## config.mk

```make
export PLATFORM = sky130hd
export DESIGN_NAME = ssr_host
export DESIGN_NICKNAME = d
export VERILOG_FILES = /design/src/common/ssr_pkg.sv /design/src/hdl/ssr_timer.sv /design/src/hdl/ssr_host.sv
export SDC_FILE = /design/constraint.sdc
export NUM_CORES = 1
export LEC_CHECK = 0
export ABC_CLOCK_PERIOD_IN_PS = 3300
export BUFFER_PORTS_ARGS = -buffer_cell sky130_fd_sc_hd__buf_2
export CAP_MARGIN = 40
export CORE_MARGIN = 2
export CORE_UTILIZATION = 55
export DETAILED_ROUTE_END_ITERATION = 10
export HOLD_SLACK_MARGIN = 0.08
export PLACE_DENSITY = 0.82
export SLEW_MARGIN = 40
export SYNTH_ARGS = -nofsm -noshare
export SYNTH_HDL_FRONTEND = slang
export SYNTH_HIERARCHICAL = 1
export SYNTH_SLANG_ARGS = --single-unit
```

## constraint.sdc

```tcl
create_clock -name core_clk -period 3.3 [get_ports core_clk]
set_input_delay 0.33 -clock core_clk [delete_from_list [all_inputs] [get_ports core_clk]]
set_output_delay 0.33 -clock core_clk [all_outputs]
set_load 0.02 [all_outputs]
```

## src/common/ssr_pkg.sv

```systemverilog
// Shared constants for the shadowed RAM host controller
package ssr_pkg;
  localparam int ADDR_W = 9;
  localparam int DATA_W = 8;
  localparam int CLK_MHZ = 125;
  // Device timing figures, own units
  localparam int T_RC_NS = 300;
  localparam int T_OE_NS = 150;
  localparam int T_WC_NS = 300;
  localparam int T_WP_NS = 200;
  localparam int T_SP_NS = 200;
  localparam int T_RCP_NS = 200;
  localparam int T_RCC_US = 5;
  localparam int T_STC_MS = 10;
  localparam int T_GLITCH_NS = 20;
  localparam int T_SOE_NS = 20;
  // Cycle counts, least times rounded up
  localparam int RD_CYC = (T_RC_NS * CLK_MHZ + 999) / 1000;
  localparam int OE_CYC = (T_OE_NS * CLK_MHZ + 999) / 1000;
  localparam int WP_CYC = (T_WP_NS * CLK_MHZ + 999) / 1000;
  localparam int WC_CYC = (T_WC_NS * CLK_MHZ + 999) / 1000;
  localparam int SP_CYC = (T_SP_NS * CLK_MHZ + 999) / 1000;
  localparam int RCP_CYC = (T_RCP_NS * CLK_MHZ + 999) / 1000;
  localparam int GLITCH_CYC = (T_GLITCH_NS * CLK_MHZ + 999) / 1000;
  localparam int SOE_CYC = (T_SOE_NS * CLK_MHZ + 999) / 1000;
  localparam int RCC_CYC = T_RCC_US * CLK_MHZ;
  localparam int STC_CYC = T_STC_MS * CLK_MHZ * 1000;
  localparam int CNT_W = 21;
  // Host commands
  localparam logic [1:0] CMD_READ = 2'h0;
  localparam logic [1:0] CMD_WRITE = 2'h1;
  localparam logic [1:0] CMD_RECALL = 2'h2;
  localparam logic [1:0] CMD_STORE = 2'h3;
  typedef enum logic [5:0] {
    SSR_IDLE = 6'h01,
    SSR_SETUP = 6'h02,
    SSR_STROBE = 6'h04,
    SSR_HOLD = 6'h08,
    SSR_WAIT = 6'h10,
    SSR_PWRUP = 6'h20
  } ssr_state_t;
endpackage : ssr_pkg

```

## src/hdl/ssr_timer.sv

```systemverilog
// Down counter that times the strobe and wait phases of a pin cycle
module ssr_timer #(
  parameter int W = 21
) (
  input wire logic core_clk,
  input wire logic sys_rst,
  input wire logic load,
  input wire logic [W-1:0] load_val,
  output logic done
);
  logic [W-1:0] cnt_reg;
  logic [W-1:0] cnt_next;

  always_comb begin
    cnt_next = cnt_reg;
    if (load) begin
      cnt_next = load_val;
    end else if (cnt_reg != '0) begin
      cnt_next = cnt_reg - 1'b1;
    end
  end

  always_ff @(posedge core_clk or posedge sys_rst) begin
    if (sys_rst) begin
      cnt_reg <= '0;
    end else begin
      cnt_reg <= cnt_next;
    end
  end

  assign done = (cnt_reg == '0) && !load;
endmodule : ssr_timer

```

## src/hdl/ssr_host.sv

```systemverilog
// Host controller driving the shadowed RAM pins
// How it works
// - Nine address bits pick one byte per read or write.
// - Chip select goes low only for read, write, recall or store.
// - A read drives output drive low with write and nv select high.
// - A write drives write strobe low with nv select high.
// - Nv select low with a read strobe recalls, with a write strobe stores.
// - Idle pins keep write strobe and chip select high.
module ssr_host #(
  parameter int RCC_CYCLES = ssr_pkg::RCC_CYC,
  parameter int STC_CYCLES = ssr_pkg::STC_CYC
) (
  input wire logic core_clk,
  input wire logic sys_rst,
  input wire logic req_valid,
  input wire logic [1:0] req_cmd,
  input wire logic [ssr_pkg::ADDR_W-1:0] req_addr,
  input wire logic [ssr_pkg::DATA_W-1:0] req_wdata,
  output logic req_ready,
  output logic rsp_valid,
  output logic [ssr_pkg::DATA_W-1:0] rsp_rdata,
  output logic [ssr_pkg::ADDR_W-1:0] word_address,
  output logic chip_select_n,
  output logic output_drive_n,
  output logic write_strobe_n,
  output logic nonvolatile_select_n,
  input wire logic [ssr_pkg::DATA_W-1:0] data_pins_i,
  output logic [ssr_pkg::DATA_W-1:0] data_pins_o,
  output logic data_pins_oe
);
  localparam int CW = ssr_pkg::CNT_W;
  ssr_pkg::ssr_state_t st_reg, st_next;
  logic [1:0] cmd_reg, cmd_next;
  logic [ssr_pkg::ADDR_W-1:0] addr_reg, addr_next;
  logic [ssr_pkg::DATA_W-1:0] wdat_reg, wdat_next;
  logic [ssr_pkg::DATA_W-1:0] rdat_reg, rdat_next;
  logic cs_reg, cs_next, oe_reg, oe_next, we_reg, we_next;
  logic ne_reg, ne_next, drv_reg, drv_next, rv_reg, rv_next;
  logic [ssr_pkg::DATA_W-1:0] din_s1_reg, din_s2_reg;
  logic tload, tdone;
  logic [CW-1:0] tval;
  logic boot_reg, boot_next;

  ssr_timer #(.W(CW)) u_timer (
    .core_clk(core_clk),
    .sys_rst(sys_rst),
    .load(tload),
    .load_val(tval),
    .done(tdone)
  );

  // Two-stage sampling of the data pins
  always_ff @(posedge core_clk or posedge sys_rst) begin
    if (sys_rst) begin
      din_s1_reg <= '0;
      din_s2_reg <= '0;
    end else begin
      din_s1_reg <= data_pins_i;
      din_s2_reg <= din_s1_reg;
    end
  end

  always_comb begin
    st_next = st_reg;
    cmd_next = cmd_reg;
    addr_next = addr_reg;
    wdat_next = wdat_reg;
    rdat_next = rdat_reg;
    cs_next = cs_reg;
    oe_next = oe_reg;
    we_next = we_reg;
    ne_next = ne_reg;
    drv_next = drv_reg;
    rv_next = 1'b0;
    tload = 1'b0;
    tval = '0;
    case (st_reg)
      ssr_pkg::SSR_PWRUP: begin
        if (boot_reg) begin
          tload = 1'b1;
          tval = CW'(RCC_CYCLES);
        end else if (tdone) begin
          st_next = ssr_pkg::SSR_IDLE;
        end
      end
      ssr_pkg::SSR_IDLE: begin
        if (req_valid) begin
          cmd_next = req_cmd;
          addr_next = req_addr;
          wdat_next = req_wdata;
          st_next = ssr_pkg::SSR_SETUP;
        end
      end
      ssr_pkg::SSR_SETUP: begin
        cs_next = 1'b0;
        st_next = ssr_pkg::SSR_STROBE;
        tload = 1'b1;
        case (cmd_reg)
          ssr_pkg::CMD_READ: begin
            oe_next = 1'b0;
            tval = CW'(ssr_pkg::RD_CYC);
          end
          ssr_pkg::CMD_WRITE: begin
            we_next = 1'b0;
            drv_next = 1'b1;
            tval = CW'(ssr_pkg::WC_CYC);
          end
          ssr_pkg::CMD_RECALL: begin
            ne_next = 1'b0;
            oe_next = 1'b0;
            tval = CW'(ssr_pkg::RCP_CYC);
          end
          default: begin
            ne_next = 1'b0;
            we_next = 1'b0;
            tval = CW'(ssr_pkg::SP_CYC);
          end
        endcase
      end
      ssr_pkg::SSR_STROBE: begin
        if (tdone) begin
          if (cmd_reg == ssr_pkg::CMD_READ) begin
            rdat_next = din_s2_reg;
            rv_next = 1'b1;
          end
          cs_next = 1'b1;
          oe_next = 1'b1;
          we_next = 1'b1;
          ne_next = 1'b1;
          st_next = ssr_pkg::SSR_HOLD;
        end
      end
      ssr_pkg::SSR_HOLD: begin
        drv_next = 1'b0;
        tload = 1'b1;
        st_next = ssr_pkg::SSR_WAIT;
        if (cmd_reg == ssr_pkg::CMD_RECALL) begin
          tval = CW'(RCC_CYCLES);
        end else if (cmd_reg == ssr_pkg::CMD_STORE) begin
          tval = CW'(STC_CYCLES);
        end else begin
          tval = CW'(ssr_pkg::SOE_CYC);
        end
      end
      ssr_pkg::SSR_WAIT: begin
        if (tdone) begin
          st_next = ssr_pkg::SSR_IDLE;
        end
      end
      default: begin
        st_next = ssr_pkg::SSR_IDLE;
      end
    endcase
  end

  always_ff @(posedge core_clk or posedge sys_rst) begin
    if (sys_rst) begin
      st_reg <= ssr_pkg::SSR_PWRUP;
      cmd_reg <= ssr_pkg::CMD_READ;
      addr_reg <= '0;
      wdat_reg <= '0;
      rdat_reg <= '0;
      cs_reg <= 1'b1;
      oe_reg <= 1'b1;
      we_reg <= 1'b1;
      ne_reg <= 1'b1;
      drv_reg <= 1'b0;
      rv_reg <= 1'b0;
    end else begin
      st_reg <= st_next;
      cmd_reg <= cmd_next;
      addr_reg <= addr_next;
      wdat_reg <= wdat_next;
      rdat_reg <= rdat_next;
      cs_reg <= cs_next;
      oe_reg <= oe_next;
      we_reg <= we_next;
      ne_reg <= ne_next;
      drv_reg <= drv_next;
      rv_reg <= rv_next;
    end
  end

  // Power-up wait runs once after reset release
  always_comb begin
    boot_next = 1'b0;
  end
  always_ff @(posedge core_clk or posedge sys_rst) begin
    if (sys_rst) begin
      boot_reg <= 1'b1;
    end else begin
      boot_reg <= boot_next;
    end
  end

  assign req_ready = (st_reg == ssr_pkg::SSR_IDLE) && !boot_reg;
  assign rsp_valid = rv_reg;
  assign rsp_rdata = rdat_reg;
  assign word_address = addr_reg;
  assign chip_select_n = cs_reg;
  assign output_drive_n = oe_reg;
  assign write_strobe_n = we_reg;
  assign nonvolatile_select_n = ne_reg;
  assign data_pins_o = wdat_reg;
  assign data_pins_oe = drv_reg;

  property p_store_oe;
    @(posedge core_clk) disable iff (sys_rst)
      (!ne_reg && !we_reg) |-> oe_reg;
  endproperty
  AST_STORE_NO_OE: assert property (p_store_oe)
    else $error("store strobe with output drive low");
  AST_WE_LONG: assert property (@(posedge core_clk)
    disable iff (sys_rst) $fell(we_reg) |-> !we_reg [*3])
    else $error("write strobe too short");
  AST_NV_LONG: assert property (@(posedge core_clk)
    disable iff (sys_rst) $fell(ne_reg) |-> !ne_reg [*3])
    else $error("nv strobe too short");
  AST_READ_PAT: assert property (@(posedge core_clk)
    disable iff (sys_rst) !oe_reg && ne_reg |-> we_reg && !cs_reg)
    else $error("bad read pattern");
  AST_WRITE_DRV: assert property (@(posedge core_clk)
    disable iff (sys_rst) !we_reg && ne_reg |-> drv_reg && !cs_reg)
    else $error("write without data drive");
  AST_NO_DRV_RD: assert property (@(posedge core_clk)
    disable iff (sys_rst) drv_reg |-> oe_reg)
    else $error("bus contention");
  AST_IDLE_PINS: assert property (@(posedge core_clk)
    disable iff (sys_rst) st_reg == ssr_pkg::SSR_IDLE |-> cs_reg && we_reg)
    else $error("pins active in idle");
  AST_BUSY: assert property (@(posedge core_clk)
    disable iff (sys_rst) $fell(ne_reg) |-> !req_ready [*8])
    else $error("request taken during nv op");
  AST_RV_AFTER_READ: assert property (@(posedge core_clk)
    disable iff (sys_rst) rv_reg |-> $past(cmd_reg) == ssr_pkg::CMD_READ)
    else $error("response without read");
  COV_READ: cover property (@(posedge core_clk) rv_reg);
  COV_WRITE: cover property (@(posedge core_clk) $fell(we_reg) && ne_reg);
  COV_STORE: cover property (@(posedge core_clk) !we_reg && !ne_reg);
  COV_RECALL: cover property (@(posedge core_clk) !oe_reg && !ne_reg);
endmodule : ssr_host

```

Yosys cells after proc, flatten, opt, wreduce, memory -nomap -nowiden
Index checks and enable logic that the tools add are counted.
Operators by class
  add/subtract/negate cells: 1
  eq/ne operators: 16
  mux-type cells: 27
  reductions and logical operators: 21
Operator list (count)
  $mux 21: 4
  $pmux 21 s3: 1
  $pmux 6 s6: 1
  $mux 6: 5
  $logic_not 21->1: 1
  $reduce_bool 21->1: 1
  $sub 21x1->21 const B: 1
  $reduce_and 3->1: 5
  $ne 2x2->1 const B: 7
  $pmux 1 s2: 6
  $mux 10: 1
  $mux 1: 9
  $eq 6x1->1 const B: 1
  $eq 6x2->1 const B: 1
  $eq 6x3->1 const B: 1
  $eq 6x4->1 const B: 1
  $eq 6x5->1 const B: 1
  $eq 6x6->1 const B: 1
  $reduce_and 2->1: 3
  $reduce_bool 2->1: 3
  $reduce_or 2->1: 3
  $eq 2x2->1 const B: 2
  $eq 2x1->1 const B: 1
  $logic_and 1x1->1: 2
  other kinds (2): 3
Word-level totals
  register bits after elaboration: 77
  input port bits: 30
  output and inout bits: 32
  word-level logic and storage cells: 80

Logic depth before layout (Yosys ltp)
  depth after elaboration: 8
  mapped depth: 10
  mapped depth without buffers: 8

Modules after synthesis
Netlist, hierarchy kept.
Modules (own cells, without submodules)
  ssr_host: times used 1, cells an instance 153, area an instance 2145.8 um^2, sequential area each 1408.9 um^2
  ssr_timer: times used 1, cells an instance 144, area an instance 1293.7 um^2, sequential area each 525.5 um^2

Least setup slack after synthesis
OpenSTA, ideal clock, no wires.
  path kind: register to register
  start point: reg st_reg[2]
  end point: reg st_reg[0]
  setup time: 0.126 ns
  arrival time: 2.495 ns
  data required time: 3.174 ns
  slack: 0.679 ns
  cell stages (with the launch flop): 11
  buffers on the path: 2
  clock period less this slack: 2.621 ns
  path through: dfrtp_1 > buf_4 > nor2_1 > nand4_1 > nand2_1 > clkbuf_1 > nor4_1 > or4b_1 > o41ai_1 > o21ai_1 > a221o_1
On the way
  longest elaborated chain between the ends: 8
  elaborated cells on any way between the ends: 17
  classes of those cells: eq/ne: 9; mux: 4; reduce/logical: 4
Ends and longest elaborated chain
  start, declared: RTL line ssr_host.sv:32  | ssr_pkg::ssr_state_t st_reg, st_next;
  start signal, assigned: RTL line ssr_host.sv:158  | st_reg <= ssr_pkg::SSR_PWRUP;
  start signal, assigned: RTL line ssr_host.sv:170  | st_reg <= st_next;
  $eq 6x4->1 or $eq 6x2->1 (tied branches): RTL line ssr_host.sv:77  | case (st_reg)
  $reduce_or 2->1 (no line)
  $pmux 1 s2 (*): RTL line ssr_host.sv:77
  named net tload: RTL line ssr_host.sv:40  | logic tload, tdone;
  $logic_not 1->1 (*): RTL line ssr_timer.sv:31  | assign done = (cnt_reg == '0) && !load;
  $logic_and 1x1->1 (*): RTL line ssr_timer.sv:31
  named net tdone: RTL line ssr_host.sv:40
  $mux 6 (2 in a row)
  $pmux 6 s6: RTL line ssr_host.sv:77
Mark *: on every way through the listed nets, which the timed path passes. The rest lies on a longest branch. The select of a mux whose other input is x is not followed.
A chain may end at the register's enable or synchronous reset.

Final worst setup path
  start point: reg u_timer.cnt_reg[16]
  end point: reg rdat_reg, in the netlist rsp_rdata[0]
On the way
  longest elaborated chain between the ends: 3
Ends and longest elaborated chain
  start, declared: RTL line ssr_timer.sv:11  | logic [W-1:0] cnt_reg;
  start signal, assigned: RTL line ssr_timer.sv:27  | cnt_reg <= cnt_next;
  $logic_not 21->1: RTL line ssr_timer.sv:31
  $logic_and 1x1->1: RTL line ssr_timer.sv:31
  named net tdone: RTL line ssr_host.sv:40
  $reduce_and 3->1 (no line)
  end signal, assigned: RTL line ssr_host.sv:174  | rdat_reg <= rdat_next;
  end, declared: RTL line ssr_host.sv:36  | logic [ssr_pkg::DATA_W-1:0] rdat_reg, rdat_next;
The timed path passes the listed nets, and every way through them passes these cells.

==> results.toml <==
[floorplanning]
initial_core_util = 0.574
fp.dieW_microns = 83.1
ioPinCount = 62
core.rowCount = 28
dieHeight_microns = 83.1
coreArea_sq_um = 5990
dieArea_sq_um = 6900

[power_and_ir_drop]
total_power_uw = 3440
ir_drop_uv = 653
p_per_area_nw_per_um2 = 830
leakage_uw = 0.00199

[sta]
fmax_mhz = 341
slew_headroom = 0.510
rsz0062_at_grt = "false"
period_share = 0.889
setup-tns-final_ns = 0
slew_viol_final = 0
finClkSkew_ns = 0.00781
setup_viol = 0
hold_viol_final = 0
worst-slew-pin-transition_ns = 0.728
period_minus_slack_ns = 2.93
hold_ws_ns = 0.197

[setup_path]
r2r_setup_slack_ns = 0.37
startpoint_type = "flip-flop"
critPathRequiredTime_ns = 3.53
slowest_delay_ns = 0.57
criticalPathCategory = "reg2reg"
cp-end-kind = "flip-flop"
path_delay_family = "simple AND/OR/NAND/NOR gates"
cp_max_fo = 9
worstPathArrival_ns = 3.16
path_cells = "or3_1 > or2_1 > nand4bb_1 > nor4_1 > nand4_2 > inv_2 > nand3_4 > mux2_4"
critPathSlowestCell = "nor4_1"
cp_num_buf_inv = 1

[yosys]
ys_seq_area_frac = 0.562
synth_ff_type = "dfrtp_1"
syn_area_per_cell_sq_um = 11.6
synth.ff_latch_count = 77
synth-xor-area-share = 0.0280
yosys_warnings = 6
synth_edf_count = 0
netlist.area_leader.share = 0.517
muxShareOfSynthArea = 0.109
synth_fa_ha_area_frac = 0.00728
synth_compound_area_frac = 0.0855
synth_top_family_by_area = "simple AND/OR/NAND/NOR gates"
netlist-cell-type-count = 58
synth_cells = 297
yosys-top-cells-area = "dfrtp_1, dfstp_2, nor2_1"
yosysTopAreaCell = "dfrtp_1"
synthSimpleGateAreaFrac = 0.171
syn_area_sq_um = 3440
synthTopCellsByCount = "dfrtp_1, nor2_1, nand2_1, inv_1, mux2_2"
postSynth.asyncResetShare = 1.00
yosysMostFrequentCell = "dfrtp_1"

[clock_network]
cts_setup_buffers = 0
cts_resized = 0
root_buffer = "clkbuf_8"
clk_pin_slew_worst_paths_ns = 0.09
insertion_delay_ns = 0.34
cts_buffers = 9
htreeDepth = 3
clock_sinks = 77
clock_path_buffers = 2
holdBufCountCts = 9
cts_tree = "yes"

[global_routing]
grt_usage = 0.224
grt.overflow.total = 0
grt_max_degree = 33
grt_pass1_vias = 2656
antenna_found_initial = 0
grt_pass1_wl_microns = 12400

[routing]
route.detailed.wl_per_inst_microns = 16.0
wl_microns = 7350
vias = 2556
drtAntennaViolNets = 0
drt-pass1-iter-count = 5
drc = 0
viasPerCell = 5.56
drtIter0Drc = 230

[place]
dp_hpwl_microns = 5050
port_buffers = 61
gp_congestion = 0.862

[flow_run]
cap_violations = 0

[final_layout]
drive_above_1_share = 0.325
fin_nets = 412
n_fill_cell = 426
antenna_cells = 0
area_growth_pct = 20.6
final_util = 0.692
largest_register_ffs = 21

[outcome]
status = "finished clean"

[min_path]
min_path_type = "in2reg"
-- layer usage --
layer  GRT usage  wire, microns
met1       0.294           3190
met2       0.370           3580
met3      0.0596            508
met4      0.0611             70
met5           0              0
-- per-stage QoR --
step                      setup WS, ns  cells  cell area [sq um]
after floorplan                  0.679    305               3470
after global placement           0.499    435               3840
after detailed placement         0.362    435               3840
after CTS                        0.366    460               4150
after global routing             0.118    460               4150
final                            0.366    460               4150
-- power breakdown --
part / internal [uW] / total [uW] / switching (uW)
Clock: 369 / 758 / 389
Sequential: 1230 / 1500 / 276
Combinational: 526 / 1180 / 656
Total: 2120 / 3440 / 1320
-- cell type report --
class,count,area [sq um],area share
clock buffer,9,124,0.0299
timing repair buffer,76,440,0.106
inverter,14,52.6,0.0127
tap,75,93.8,0.0226
multi-input combinational,202,1410,0.341
clock inverter,7,88.8,0.0214
sequential,77,1930,0.467
-- logic make-up after synthesis --
kind of cell	Yosys count
AO/OA/AOI/OAI	43
XOR/XNOR	11
other	1
AND/OR/NAND/NOR	106
multiplexers	31
adder cells (fa/ha/maj)	2
flip-flops	77
buffers and inverters	26
-- layout by cell type (no fill, tap or decap), types with 9 or more instances in the layout --
cell	instances
a21oi_1	9
inv_1	11
conb_1	9
dlygate4sd3_1	9
mux2_2	11
nand2_1	15
nand3_1	9
dfrtp_1	71
xnor2_1	10
nor2_1	37
clkbuf_8	9
buf_2	61
-- final timing paths --
kind | from | to | cells past startpoint
hold reg to reg | din_s1_reg[5] | din_s2_reg[5] | 0
setup / recovery | u_timer/cnt_reg[16] | rsp_rdata[0] | 8
setup reg to reg | u_timer/cnt_reg[16] | rsp_rdata[0] | 8
min in group asynchronous | sys_rst | u_timer/cnt_reg[11] | 3
max in group asynchronous | sys_rst | st_reg[5] | 4
hold / removal | req_addr[0] | word_address[0] | 2
(Power assumes the default switching activity.)
